**config.mk**
```make
export PLATFORM = sky130hd
export DESIGN_NAME = timer_regs
export DESIGN_NICKNAME = d
export VERILOG_FILES = /design/src/logic/timer_regs_pkg.sv /design/src/logic/timer_regs.sv
export SDC_FILE = /design/constraint.sdc
export NUM_CORES = 1
export LEC_CHECK = 0
export ABC_AREA = 1
export BUFFER_PORTS_ARGS = -buffer_cell sky130_fd_sc_hd__clkbuf_2
export CELL_PAD_IN_SITES_DETAIL_PLACEMENT = 0
export CELL_PAD_IN_SITES_GLOBAL_PLACEMENT = 1
export CORE_ASPECT_RATIO = 1.25
export CORE_MARGIN = 2
export CORE_UTILIZATION = 49
export CTS_BUF_LIST = sky130_fd_sc_hd__clkbuf_16
export CTS_CLUSTER_SIZE = 12
export DETAILED_ROUTE_END_ITERATION = 12
export GPL_TIMING_DRIVEN = 0
export PLACE_DENSITY_LB_ADDON = 0.1
export SYNTH_ARGS = -nofsm -noshare
export SYNTH_HDL_FRONTEND = slang
export SYNTH_SLANG_ARGS = --single-unit
```
**constraint.sdc**
```tcl
create_clock -name clk -period 4.7 [get_ports clk]
set_clock_uncertainty 0.05 [all_clocks]
set_input_delay 1.175 -clock clk [delete_from_list [all_inputs] [get_ports clk]]
set_output_delay 1.175 -clock clk [all_outputs]
set_load 0.02 [all_outputs]
```
**src/logic/timer_regs_pkg.sv**
```systemverilog
/*
  Constants for the four-subsystem timer register block: register indices,
  field positions, operating modes and reset values.
  Assumes an Avalon-MM slave with a byte address; byte address = 4 * index.
*/
package timer_regs_pkg;

  // ----------------------------------------
  // Bus geometry
  // ----------------------------------------
  localparam int unsigned ADDR_W  = 10;
  localparam int unsigned IDX_LSB = 2;
  localparam int unsigned IDX_W   = 8;
  localparam int unsigned NSUB    = 4;

  // ----------------------------------------
  // Register indices
  // ----------------------------------------
  localparam logic [7:0] IDX_MODE  = 8'h80;
  localparam logic [7:0] IDX_EN    = 8'h86;
  localparam logic [7:0] IDX_FLAGS = 8'h88;
  localparam logic [7:0] IDX_PS_A  = 8'h8a;
  localparam logic [7:0] IDX_PS_B  = 8'h98;
  localparam logic [3:0][7:0] IDX_CNT  = {8'ha0, 8'h9a, 8'h92, 8'h8c};
  localparam logic [3:0][7:0] IDX_PER  = {8'ha2, 8'h9c, 8'h94, 8'h8e};
  localparam logic [3:0][7:0] IDX_DUTY = {8'ha4, 8'h9e, 8'h96, 8'h90};

  // ----------------------------------------
  // Field layout
  // ----------------------------------------
  localparam int unsigned SUB_W      = 4;
  localparam int unsigned RUN_LO_BIT = 0;
  localparam int unsigned RUN_HI_BIT = 1;
  localparam int unsigned MODE_LSB   = 2;
  localparam int unsigned PS_W       = 8;
  localparam int unsigned FLAG_A     = 0;
  localparam int unsigned FLAG_B     = 1;
  localparam int unsigned FLAG_C     = 2;
  localparam int unsigned FLAG_D     = 3;

  // ----------------------------------------
  // Values
  // ----------------------------------------
  localparam logic [15:0] REG_RST = 16'h0000;
  localparam logic [15:0] CNT_MAX = 16'hffff;
  localparam logic [15:0] RD_NONE = 16'h0000;

  typedef enum logic [1:0] {
    MODE_OFF     = 2'b00,
    MODE_DUAL    = 2'b01,
    MODE_PWM16   = 2'b10,
    MODE_CAPTURE = 2'b11
  } tmode_e;

endpackage : timer_regs_pkg

```
**src/logic/timer_regs.sv**
```systemverilog
/*
  Register side of a four-subsystem timer: enables, W1C flags, prescalers,
  counters and double-buffered period/duty registers, one request per subsystem.
  Assumes an Avalon-MM master that holds its request until waitrequest is low,
  and capture pulses that are synchronous to clk and one cycle long.
*/
`timescale 1ns/10ps
module timer_regs (
  input  wire logic        clk,         // 40 MHz clock
  input  wire logic        rst_b,       // Synchronous reset, active low
  input  wire logic [9:0]  address,     // Avalon byte address
  input  wire logic        read,        // Avalon read
  input  wire logic        write,       // Avalon write
  input  wire logic [31:0] writedata,   // Avalon write data
  input  wire logic [3:0]  byteenable,  // Avalon byte lanes
  output logic      [31:0] readdata,    // Avalon read data
  output logic             waitrequest, // Avalon wait
  input  wire logic [3:0]  capture_a,   // Capture into period register
  input  wire logic [3:0]  capture_b,   // Capture into duty register
  output logic      [3:0]  irq          // One request per subsystem
);

  // ----------------------------------------
  // State
  // ----------------------------------------
  typedef struct packed {
    logic             wt;
    logic [31:0]      rdata;
    logic [15:0]      mode;
    logic [15:0]      en;
    logic [15:0]      flags;
    logic [1:0][15:0] ps;
    logic [3:0][7:0]  pre;
    logic [3:0][15:0] cnt;
    logic [3:0][15:0] wper;
    logic [3:0][15:0] aper;
    logic [3:0][15:0] wduty;
    logic [3:0][15:0] aduty;
    logic [3:0]       irq;
  } state_s;

  localparam state_s RST_STATE = '{wt: 1'b1, default: '0};

  state_s      state_ff;
  state_s      nxt_state;
  logic [15:0] set_vec;
  logic [15:0] clr_vec;
  logic [3:0]  tick_vec;

  function automatic logic [15:0] merge(
    input logic [15:0] old,
    input logic [15:0] wd,
    input logic [15:0] wm
  );
    return (old & ~wm) | (wd & wm);
  endfunction : merge

  // ----------------------------------------
  // Next state
  // ----------------------------------------
  always_comb
  begin
    logic [15:0]                 wm;
    logic [15:0]                 wd;
    logic [15:0]                 rd16;
    logic [timer_regs_pkg::IDX_W-1:0] idx;
    logic                        acc_wr;
    timer_regs_pkg::tmode_e      md;
    logic                        run_lo;
    logic                        run_hi;
    logic                        tick;
    logic                        upd_lo;
    logic                        upd_hi;
    logic [7:0]                  cmp;
    logic [1:0]                  mbits;
    int unsigned                 b;
    wm        = {{8{byteenable[1]}}, {8{byteenable[0]}}};
    wd        = writedata[15:0];
    rd16      = timer_regs_pkg::RD_NONE;
    idx       = address[timer_regs_pkg::ADDR_W-1:timer_regs_pkg::IDX_LSB];
    acc_wr    = !state_ff.wt && write;
    md        = timer_regs_pkg::MODE_OFF;
    run_lo    = 1'b0;
    run_hi    = 1'b0;
    tick      = 1'b0;
    upd_lo    = 1'b0;
    upd_hi    = 1'b0;
    cmp       = '0;
    mbits     = '0;
    b         = 0;
    nxt_state = state_ff;
    set_vec   = '0;
    clr_vec   = '0;
    tick_vec  = '0;

    // One wait cycle, then a single answer cycle per request
    nxt_state.wt = !(state_ff.wt && (read || write));

    // Read mux; unmapped indices read as zero
    if (idx == timer_regs_pkg::IDX_MODE)
      rd16 = state_ff.mode;
    if (idx == timer_regs_pkg::IDX_EN)
      rd16 = state_ff.en;
    if (idx == timer_regs_pkg::IDX_FLAGS)
      rd16 = state_ff.flags;
    if (idx == timer_regs_pkg::IDX_PS_A)
      rd16 = state_ff.ps[0];
    if (idx == timer_regs_pkg::IDX_PS_B)
      rd16 = state_ff.ps[1];
    for (int s = 0; s < timer_regs_pkg::NSUB; s++)
    begin
      if (idx == timer_regs_pkg::IDX_CNT[s])
        rd16 = state_ff.cnt[s];
      if (idx == timer_regs_pkg::IDX_PER[s])
        rd16 = state_ff.wper[s];
      if (idx == timer_regs_pkg::IDX_DUTY[s])
        rd16 = state_ff.wduty[s];
    end
    if (state_ff.wt && read)
      nxt_state.rdata = {16'h0000, rd16};

    // Shared control registers
    if (acc_wr)
    begin
      if (idx == timer_regs_pkg::IDX_MODE)
        nxt_state.mode = merge(state_ff.mode, wd, wm);
      if (idx == timer_regs_pkg::IDX_EN)
        nxt_state.en = merge(state_ff.en, wd, wm);
      if (idx == timer_regs_pkg::IDX_PS_A)
        nxt_state.ps[0] = merge(state_ff.ps[0], wd, wm);
      if (idx == timer_regs_pkg::IDX_PS_B)
        nxt_state.ps[1] = merge(state_ff.ps[1], wd, wm);
      if (idx == timer_regs_pkg::IDX_FLAGS)
        clr_vec = wd & wm;
    end

    // Per-subsystem counters
    for (int s = 0; s < timer_regs_pkg::NSUB; s++)
    begin
      b      = s * timer_regs_pkg::SUB_W;
      mbits  = state_ff.mode[b + timer_regs_pkg::MODE_LSB +: 2];
      md     = timer_regs_pkg::tmode_e'(mbits);
      // lower run bit only unless dual
      run_lo = (md != timer_regs_pkg::MODE_OFF) &&
               state_ff.mode[b + timer_regs_pkg::RUN_LO_BIT];
      run_hi = (md == timer_regs_pkg::MODE_DUAL) &&
               state_ff.mode[b + timer_regs_pkg::RUN_HI_BIT];
      cmp    = state_ff.ps[s / 2][(s % 2) * timer_regs_pkg::PS_W +: timer_regs_pkg::PS_W];
      tick   = 1'b0;
      if (run_lo || run_hi)
      begin
        if (state_ff.pre[s] == cmp)
        begin
          nxt_state.pre[s] = '0;
          tick = 1'b1;
        end
        else
          nxt_state.pre[s] = state_ff.pre[s] + 8'h01;
      end
      else
        nxt_state.pre[s] = '0;
      tick_vec[s] = tick;

      upd_lo = !run_lo;
      upd_hi = (md == timer_regs_pkg::MODE_DUAL) ? !run_hi : !run_lo;

      unique case (md)
        timer_regs_pkg::MODE_DUAL:
        begin
          if (tick && run_lo)
          begin
            if (state_ff.cnt[s][7:0] == state_ff.aduty[s][7:0])
              set_vec[b + timer_regs_pkg::FLAG_A] = 1'b1;
            if (state_ff.cnt[s][7:0] == state_ff.aper[s][7:0])
            begin
              nxt_state.cnt[s][7:0] = '0;
              set_vec[b + timer_regs_pkg::FLAG_B] = 1'b1;
              upd_lo = 1'b1;
            end
            else
              nxt_state.cnt[s][7:0] = state_ff.cnt[s][7:0] + 8'h01;
          end
          if (tick && run_hi)
          begin
            if (state_ff.cnt[s][15:8] == state_ff.aduty[s][15:8])
              set_vec[b + timer_regs_pkg::FLAG_C] = 1'b1;
            if (state_ff.cnt[s][15:8] == state_ff.aper[s][15:8])
            begin
              nxt_state.cnt[s][15:8] = '0;
              set_vec[b + timer_regs_pkg::FLAG_D] = 1'b1;
              upd_hi = 1'b1;
            end
            else
              nxt_state.cnt[s][15:8] = state_ff.cnt[s][15:8] + 8'h01;
          end
        end
        timer_regs_pkg::MODE_PWM16:
        begin
          if (tick && run_lo)
          begin
            if (state_ff.cnt[s] == state_ff.aduty[s])
              set_vec[b + timer_regs_pkg::FLAG_A] = 1'b1;
            if (state_ff.cnt[s] == state_ff.aper[s])
            begin
              nxt_state.cnt[s] = '0;
              set_vec[b + timer_regs_pkg::FLAG_B] = 1'b1;
              upd_lo = 1'b1;
              upd_hi = 1'b1;
            end
            else
              nxt_state.cnt[s] = state_ff.cnt[s] + 16'h0001;
          end
        end
        timer_regs_pkg::MODE_CAPTURE:
        begin
          if (tick && run_lo)
          begin
            nxt_state.cnt[s] = state_ff.cnt[s] + 16'h0001;
            if (state_ff.cnt[s] == timer_regs_pkg::CNT_MAX)
              set_vec[b + timer_regs_pkg::FLAG_C] = 1'b1;
          end
        end
        timer_regs_pkg::MODE_OFF:
        begin
          // Clocks stopped: active values are frozen too
          upd_lo = 1'b0;
          upd_hi = 1'b0;
        end
      endcase

      if (upd_lo)
      begin
        nxt_state.aper[s][7:0]  = state_ff.wper[s][7:0];
        nxt_state.aduty[s][7:0] = state_ff.wduty[s][7:0];
      end
      if (upd_hi)
      begin
        nxt_state.aper[s][15:8]  = state_ff.wper[s][15:8];
        nxt_state.aduty[s][15:8] = state_ff.wduty[s][15:8];
      end

      // Writes to a subsystem in low-power mode are dropped
      if (acc_wr && (md != timer_regs_pkg::MODE_OFF))
      begin
        // software writes the counter whether it runs or not; the write beats a count
        if (idx == timer_regs_pkg::IDX_CNT[s])
          nxt_state.cnt[s] = merge(state_ff.cnt[s], wd, wm);
        if (idx == timer_regs_pkg::IDX_PER[s])
          nxt_state.wper[s] = merge(state_ff.wper[s], wd, wm);
        if (idx == timer_regs_pkg::IDX_DUTY[s])
          nxt_state.wduty[s] = merge(state_ff.wduty[s], wd, wm);
      end

      // capture latches the count; capture beats a write
      if (md == timer_regs_pkg::MODE_CAPTURE)
      begin
        if (capture_a[s])
        begin
          nxt_state.wper[s] = state_ff.cnt[s];
          set_vec[b + timer_regs_pkg::FLAG_A] = 1'b1;
        end
        if (capture_b[s])
        begin
          nxt_state.wduty[s] = state_ff.cnt[s];
          set_vec[b + timer_regs_pkg::FLAG_B] = 1'b1;
        end
      end
    end

    // flags set regardless of enable, set beats clear
    nxt_state.flags = (state_ff.flags & ~clr_vec) | set_vec;

    for (int s = 0; s < timer_regs_pkg::NSUB; s++)
      nxt_state.irq[s] = |(nxt_state.flags[s * timer_regs_pkg::SUB_W +: timer_regs_pkg::SUB_W] &
                           nxt_state.en[s * timer_regs_pkg::SUB_W +: timer_regs_pkg::SUB_W]);
  end

  // ----------------------------------------
  // Registers
  // ----------------------------------------
  always_ff @(posedge clk)
  begin
    if (!rst_b)
      state_ff <= RST_STATE;
    else
      state_ff <= nxt_state;
  end

  assign readdata    = state_ff.rdata;
  assign waitrequest = state_ff.wt;
  assign irq         = state_ff.irq;
endmodule : timer_regs

```
======== Word-level counts from Yosys, hierarchy flattened ========
Cells that the tools add are included.
word-level totals
  bits in registers ....................... 453
  input port bits ......................... 58
  output and inout bits ................... 37
  word-level logic and storage cells ...... 433
cells by class
  add/sub/neg operators ................... 16
  equal/unequal tests ..................... 61
  mux-type cells .......................... 213
  bitwise logic cells ..................... 46
  reductions and logical operators ........ 57
operators with widths
  kind                                                 number
  two-way mux 16 bit                                   73
  bitwise AND 16 bit                                   18
  OR 16 bit                                            17
  case mux 16 bit (3 select lines)                     4
  equality test 8 bit                                  20
  equality test 8 bit, second input constant           17
  equality test 16 bit                                 8
  two-way mux 8 bit                                    16
  adder 8 x 1 -> 8 bit, second input constant          12
  two-way mux 1 bit                                    88
  adder 16 x 1 -> 16 bit, second input constant        4
  equality test 16 bit, second input constant          4
  two-way mux 2 bit                                    16
  inverter 16 bit                                      2
  case mux 1 bit (3 select lines)                      8
  logical AND 1 bit                                    23
  bitwise AND 4 bit                                    4
  equality test 2 bit, second input constant           8
  case mux 2 bit (2 select lines)                      4
  OR reduction 4 bit                                   4
  OR reduction 3 bit                                   4
  zero test 1 bit                                      10
  equality test 2 x 1 -> 1 bit, second input constant  4
  zero test 2 bit                                      4
  other kinds (5)                                      21

======== Depth between registers and ports, before layout ========
Gate-level depths: netlist of the first run.
  depth in word-level cells ............... 18
  mapped depth ............................ 17
  gate-level depth less buffers ........... 16

======== Least setup slack after synthesis of the first run ========
Ideal clock, no wire load.
  path type ............................... in2reg
  start point ............................. in address[8]
  end point ............................... reg state_ff, in the netlist readdata[14]
  setup time .............................. 0.135 ns
  arrival ................................. 2.663 ns
  required time ........................... 4.515 ns
  slack ................................... 1.852 ns
  stages on the path ...................... 12
  path buffers ............................ 1
  cells stage by stage .................... inv_1 nand2_1 nor3_2 inv_2 nor3_4 inv_1 clkbuf_1 or2_2 nand2_1 nand3_1 nand2_1 a21oi_1
on the way
  word-level cells in the longest chain between the ends .. 18
  elaborated cells on any way between the ends .. 34
  classes of those cells .................. 17 x eq/ne; 17 x mux
RTL lines
  element               RTL line           RTL
  start, declared       timer_regs.sv:11   input wire logic [9:0] address,
  equality test 8 bit   timer_regs.sv:100  if (idx == timer_regs_pkg::IDX_MODE)
  two-way mux 16 bit    timer_regs.sv:100
  two-way mux 16 bit    timer_regs.sv:102  if (idx == timer_regs_pkg::IDX_EN)
  two-way mux 16 bit    timer_regs.sv:104  if (idx == timer_regs_pkg::IDX_FLAGS)
  two-way mux 16 bit    timer_regs.sv:106  if (idx == timer_regs_pkg::IDX_PS_A)
  two-way mux 16 bit    timer_regs.sv:108  if (idx == timer_regs_pkg::IDX_PS_B)
  two-way mux 16 bit    timer_regs.sv:112  if (idx == timer_regs_pkg::IDX_CNT[s])
  two-way mux 16 bit    timer_regs.sv:114  if (idx == timer_regs_pkg::IDX_PER[s])
  [2 not listed]        -
  two-way mux 16 bit    timer_regs.sv:114
  two-way mux 16 bit    timer_regs.sv:116  if (idx == timer_regs_pkg::IDX_DUTY[s])
  two-way mux 16 bit    timer_regs.sv:112
  two-way mux 16 bit    timer_regs.sv:114
  two-way mux 16 bit    timer_regs.sv:116
  two-way mux 16 bit    timer_regs.sv:112
  two-way mux 16 bit    timer_regs.sv:114
  two-way mux 16 bit *  timer_regs.sv:116
  end signal, assigned  timer_regs.sv:286  state_ff <= nxt_state;
  end, declared         timer_regs.sv:44   state_s state_ff;
Mark *: on every way between the ends. The rest lies on a longest branch, timed or not.
A chain may end at the register's enable or synchronous reset.

======== Worst setup path after layout of the first run ========
  start point ............................. in write
  end point ............................... reg state_ff, in the netlist irq[2]
on the way
  word-level cells in the longest chain between the ends .. 7
  elaborated cells on any way between the ends .. 8
  classes of those cells .................. 2 x mux; 4 x bitwise; 2 x reduce/logical
RTL lines
  element               RTL line           RTL
  start, declared       timer_regs.sv:13   input wire logic write,
  logical AND 1 bit *   timer_regs.sv:81   acc_wr = !state_ff.wt && write;
  two-way mux 16 bit    timer_regs.sv:123  if (acc_wr)
  inverter 16 bit       timer_regs.sv:271  nxt_state.flags = (state_ff.flags & ~clr_vec) | set_vec;
  bitwise AND 16 bit    timer_regs.sv:271
  OR 16 bit             timer_regs.sv:271
  bitwise AND 4 bit *   timer_regs.sv:274  nxt_state.irq[s] = |(nxt_state.flags[s * timer_regs_pkg::SUB_W +: timer_regs_pkg::SUB_W] &
  OR reduction 4 bit *  timer_regs.sv:274
Marks and branches as above.

==> flow_summary.ini, run 1 <==
[status]
status = finished, final reports clean

[clock_tree]
cts_resized = 0
cts_buffer_depth = 3
cts_tree = built
htree_levels = 2
path_clk_slew_ns = 0.06
post-cts-setup-buffers = 0
cts_sinks = 453
root_buffer = clkbuf_16
holdBufCountCts = 0
clk_latency_ns = 0.63
numCtsBuffers = 49

[synth]
ys_warn_count = 0
yosysUniqueCellTypes = 53
synth_edf_count = 0
syn-cell-area_um2 = 28000
syn_inst = 4353
synth_seq_cells = 453
synthArstFlopShare_pct = 0
avgSynthCellArea_um2 = 6.44
synth_top_flop_cell = dfxtp_1
yosysSeqAreaShare_pct = 32.4

[sta]
clock.fmax_mhz = 244
worst_hold_slack_ns = 0.404
fin_tns_setup_ns = 0
tightest_slew_ns = 1.49
fin_crit_sh_pct = 87.1
rsz0062_at_grt = false
relSlewSlack_pct = 0.595
setup_viol = 0
fin_crit_ns = 4.09
drv_slew = 0
hold_violations = 0

[global_route]
gr-total-overflow = 0
grt_pass1_wl_mm = 185
first_global_vias = 28116
antenna_found_initial = 9
grt_start_max_net_pins = 13
grt_use_total_pct = 42.2

[placed_design]
routabilityCongestion = 1.02
place_hpwl_mm = 96.5
portBuffers = 55

[routing]
wire_per_inst_um = 24.2
routed.top_layer = met5
drcViolationCount = 0
met2_length_mm = 55.4
first_iter_violations = 3625
met3_length_mm = 11.4
num_vias = 30742
ant_nets = 0
first_pass_iters = 6
drt-total-wl_mm = 128
wl_met1_mm = 49.7
viasPerCell = 5.84

[worst_setup_path]
critPathMaxFanout = 10
critPathKind = in2reg
crit_path_top_delay_cell = nand2_1
start_kind = primary input
path_cells = clkbuf_2, inv_1, nor2_1, nand2_1, clkbuf_1, nor2_1, nand2_1, a21oi_1, nand2_1, a21oi_1, nand2_1, nand2_1, nand2_1
worst_path_most_repeated_cell = nand2_1
crit_path_end_kind = flop
cp_data_required_time_ns = 5.12
critPathMaxStageDelay_ns = 0.76
arrival_ns = 4.51

[cells_and_area]
fillerInstances = 6102
drive_gt1_share_pct = 8.53
nNetsFinal = 4560
final_common_cell = nand2_1
area.growth.synth_to_final_pct = 10.0
final_cell_mix = nand2_1 (1057), inv_1 (504), o21ai_0 (468)

[floorplanning]
io_pins = 95
fp.dieH_um = 271
die_area_um2 = 59100
die_x_um = 218
initial_utilization_pct = 49.2
core_area_um2 = 56900
row_count = 98

[pwr]
power.leakage_nw = 13.0
powerDensity_nw_per_um2 = 265
ir_drop_mv = 0.294

[min_path]
hold_path.class = reg2reg

[run]
drv_cap = 0
[synth_stat cells (35+ instances only)]
master / number / area share (%)
a21oi_1: 415 / 7.4
buf_2: 54 / 0.96
buf_4: 49 / 1.3
clkbuf_1: 153 / 2.0
dfxtp_1: 453 / 32
inv_1: 488 / 6.5
inv_2: 35 / 0.47
nand2_1: 1057 / 14
nand3_1: 269 / 4.8
nand4_1: 79 / 1.8
nor2_1: 254 / 3.4
nor3_1: 55 / 0.98
o21ai_0: 468 / 8.4
or2_2: 38 / 0.85
xnor2_1: 54 / 1.7
xor2_1: 126 / 3.9
[worst max-delay path: cells and delay by family]
kind	cells	cell delay (ns)
AOI/OAI and AO/OA	2	0.33
buffers and inverters	3	0.62
and+or+nand+nor	8	2.38
[through the flow]
step | setup slack [ns] | cells | utilization (%) | instance area (µm²) | power, mW
3_3_place_gp | 0.276 | 5173 | 51.5 | 29300 | 4.34
5_1_grt | 0.577 | 5262 | 54.2 | 30800 | 8.33
6_report | 0.608 | 5263 | 54.2 | 30800 | 8.18
2_1_floorplan | 1.85 | 4368 | - | 28100 | 4.11
3_5_place_dp | 0.277 | 5173 | 51.5 | 29300 | 4.34
4_1_cts | 0.905 | 5262 | 54.2 | 30800 | 8.15
[power breakdown]
| group | switching (mW) | internal [mW] | leakage, nW |
|---|---|---|---|
| Clock | 1.73 | 2.16 | 0.806 |
| Sequential | 0.00142 | 3.84 | 3.65 |
| Combinational | 0.363 | 0.0719 | 8.54 |
| Total | 2.10 | 6.08 | 13.0 |
[per-layer routing]
metal	up-vias	track usage [%]
met3	431	6.76
met4	4	29.9
met1	14270	53.2
met5	-	0
li1	14391	-
met2	1646	65.7
[logic make-up (layout without fill, tap and decap cells)]
family | Yosys count | in the layout | synth area share [%]
xor+xnor | 180 | 180 | 5.63
fa+ha+maj | 28 | 28 | 1.25
compound gates | 1035 | 1035 | 19.7
simple gates | 1859 | 1859 | 29.3
flops | 453 | 453 | 32.4
other cells | 1 | 17 | 0.0134
buf+inv | 797 | 941 | 11.7
[cell type report]
| class | instances | area [µm²] | area share [%] |
|---|---|---|---|
| multi-input cells | 3118 | 15700 | 51.0 |
| flip-flops and latches | 453 | 9070 | 29.4 |
| inverters | 532 | 2000 | 6.48 |
| plain buffers | 265 | 1290 | 4.20 |
| clock buffers | 51 | 1280 | 4.14 |
| well taps | 750 | 938 | 3.04 |
| repair buffers | 55 | 275 | 0.893 |
| clock inverters | 38 | 264 | 0.856 |
| diodes | 1 | 2.50 | 0.00812 |
[worst paths after layout]
path | startpoint | endpoint | slack [ns] | depth (start not counted)
max | write | irq[2] | 0.61 | 13
min | waitrequest | waitrequest | 0.40 | 1
max reg2reg | waitrequest | irq[2] | 0.93 | 11
min reg2reg | waitrequest | waitrequest | 0.40 | 1
Power figures use the tool's default switching activity.
==> run 2: changes to the inputs <==
PLACE_DENSITY_LB_ADDON = 0.12   (was 0.1)
==> flow_summary.ini, run 2 (synthesized netlist as in run 1, its figures left out) <==
[min_path]
hold_end = waitrequest
hold_start = waitrequest
holdPathStages = 1
hold_path.class = reg2reg

[pwr]
power.leakage_nw = 12.9
p_int_mw = 5.78
powerDensity_nw_per_um2 = 255
swShare_pct = 26.2
power_frac_clock_pct = 45.4
power_frac_seq_pct = 49.1
comb_power_share_pct = 5.5
power_switching_mw = 2.05
ir_drop_mv = 0.273

[cells_and_area]
drive_gt1_share_pct = 8.50
seqCellArea_um2 = 9070
fillerInstances = 6143
final_cell_mix = nand2_1 (1057), inv_1 (499), o21ai_0 (468)
area.growth.synth_to_final_pct = 9.44
final_cell_area_um2 = 30700
multi_input_area_um2 = 15700
nNetsFinal = 4559
final_common_cell = nand2_1

[worst_setup_path]
start_kind = primary input
crit_path_end_kind = flop
path_cells = clkbuf_2, inv_1, nor2_1, nand2_1, clkbuf_1, nor2_1, nand2_1, a21oi_1, nand2_1, a21oi_1, nand2_1, nand2_1, nand2_1
arrival_ns = 4.67
crit_path_top_delay_cell = nor2_1
critPathMaxFanout = 10
cp_data_required_time_ns = 5.12
r2r-start = waitrequest
critPathKind = in2reg
rrSetupSlack_ns = 0.79
reg2reg_to = irq[2]
worst_path_most_repeated_cell = nand2_1
reg2reg_depth = 11
critPathLaunch = write
critPathMaxStageDelay_ns = 0.82

[routing]
viasPerCell = 5.82
num_vias = 30598
drcViolationCount = 0
drt-total-wl_mm = 126
first_pass_iters = 6
first_iter_violations = 3479
ant_nets = 0
wire_per_inst_um = 24.0

[clock_tree]
numCtsBuffers = 48
root_buffer = clkbuf_16
htree_levels = 2
cts_resized = 0
post-cts-setup-buffers = 0
cts_sinks = 453
clk_latency_ns = 0.62
cts_tree = built
holdBufCountCts = 0
path_clk_slew_ns = 0.06
cts_buffer_depth = 3

[floorplanning]
core_area_um2 = 56900
row_count = 98
io_pins = 95
initial_utilization_pct = 49.2
die_area_um2 = 59100
die_x_um = 218
fp.dieH_um = 271

[sta]
fin_tns_setup_ns = 0
clock.fmax_mhz = 235
fin_crit_sh_pct = 90.4
drv_slew = 11
hold_violations = 0
tightest_slew_ns = 1.53
setup_viol = 0
rsz0062_at_grt = false
fin_crit_ns = 4.25
relSlewSlack_pct = -2.11

[placed_design]
portBuffers = 55
place_hpwl_mm = 94.9
routabilityCongestion = 1.03
post_dp_cell_area_um2 = 29300

[global_route]
grt_use_total_pct = 41.8
grt_pass1_wl_mm = 183
gr-total-overflow = 0
antenna_found_initial = 7
grt_start_max_net_pins = 13
first_global_vias = 27919

[status]
status = complete, but fails checks
violations = capacitance limit, slew limit

[run]
drv_cap = 2
run 2: changes by cell type in the layout (fill, tap and decap cells not counted):
cell / delta
clkinv_2: +7
clkinvlp_4: -2
inv_1: -5
diode_2: +4
inv_6: -1
clkbuf_16: -2
bufinv_16: -4
clkinv_1: -1
run 2: worst max-delay path by stage:
stage	endpoint	depth (start not counted)	slack, ns
6_report	irq[2]	13	0.45
4_1_cts	irq[2]	13	0.83
2_1_floorplan	readdata[14]	12	1.85
5_1_grt	irq[2]	13	0.63
3_3_place_gp	irq[2]	13	0.13
3_5_place_dp	irq[2]	13	0.19
run 2: through the flow:
stage | worst slack [ns] | power [mW] | utilization, % | cells | hold slack [ns]
floorplan | 1.85 | 4.11 | - | 4368 | 0.380
global placement | 0.125 | 4.33 | 51.5 | 5173 | 0.386
detailed placement | 0.186 | 4.33 | 51.5 | 5173 | 0.393
CTS | 0.829 | 7.82 | 53.9 | 5254 | 0.407
global route | 0.628 | 7.99 | 53.9 | 5254 | 0.437
finish | 0.452 | 7.82 | 53.9 | 5259 | 0.410
run 2: power groups by stage:
stage	Clock (mW)	Sequential, mW	Combinational, mW
after global routing	3.72	3.84	0.432
final	3.55	3.84	0.431
after floorplan	0	3.93	0.183
after detailed placement	0	3.93	0.405
after CTS	3.58	3.84	0.406
after global placement	0	3.93	0.404
run 2: worst max-delay path, delay by kind of cell:
kind,cells,cell delay [ns]
AOI/OAI and AO/OA,2,0.33
buffers and inverters,3,0.62
and+or+nand+nor,8,2.52
run 2: metal layers:
| metal | up-vias | GRT usage [%] | share of wire [%] |
|---|---|---|---|
| met5 | - | 0 | 0.036 |
| met4 | 6 | 31.5 | 8.8 |
| met3 | 429 | 7.94 | 9.3 |
| met2 | 1576 | 64.6 | 44 |
| met1 | 14194 | 51.5 | 38 |
| li1 | 14393 | - | - |
run 2: area by class of cell:
cell class	count	share of cell area [%]
Antenna cell	5	0.0408
Buffer	265	4.22
Clock buffer	49	4.00
Clock inverter	32	0.433
Inverter	532	6.51
Multi-Input combinational cell	3118	51.3
Sequential cell	453	29.6
Tap cell	750	3.06
Timing Repair Buffer	55	0.898
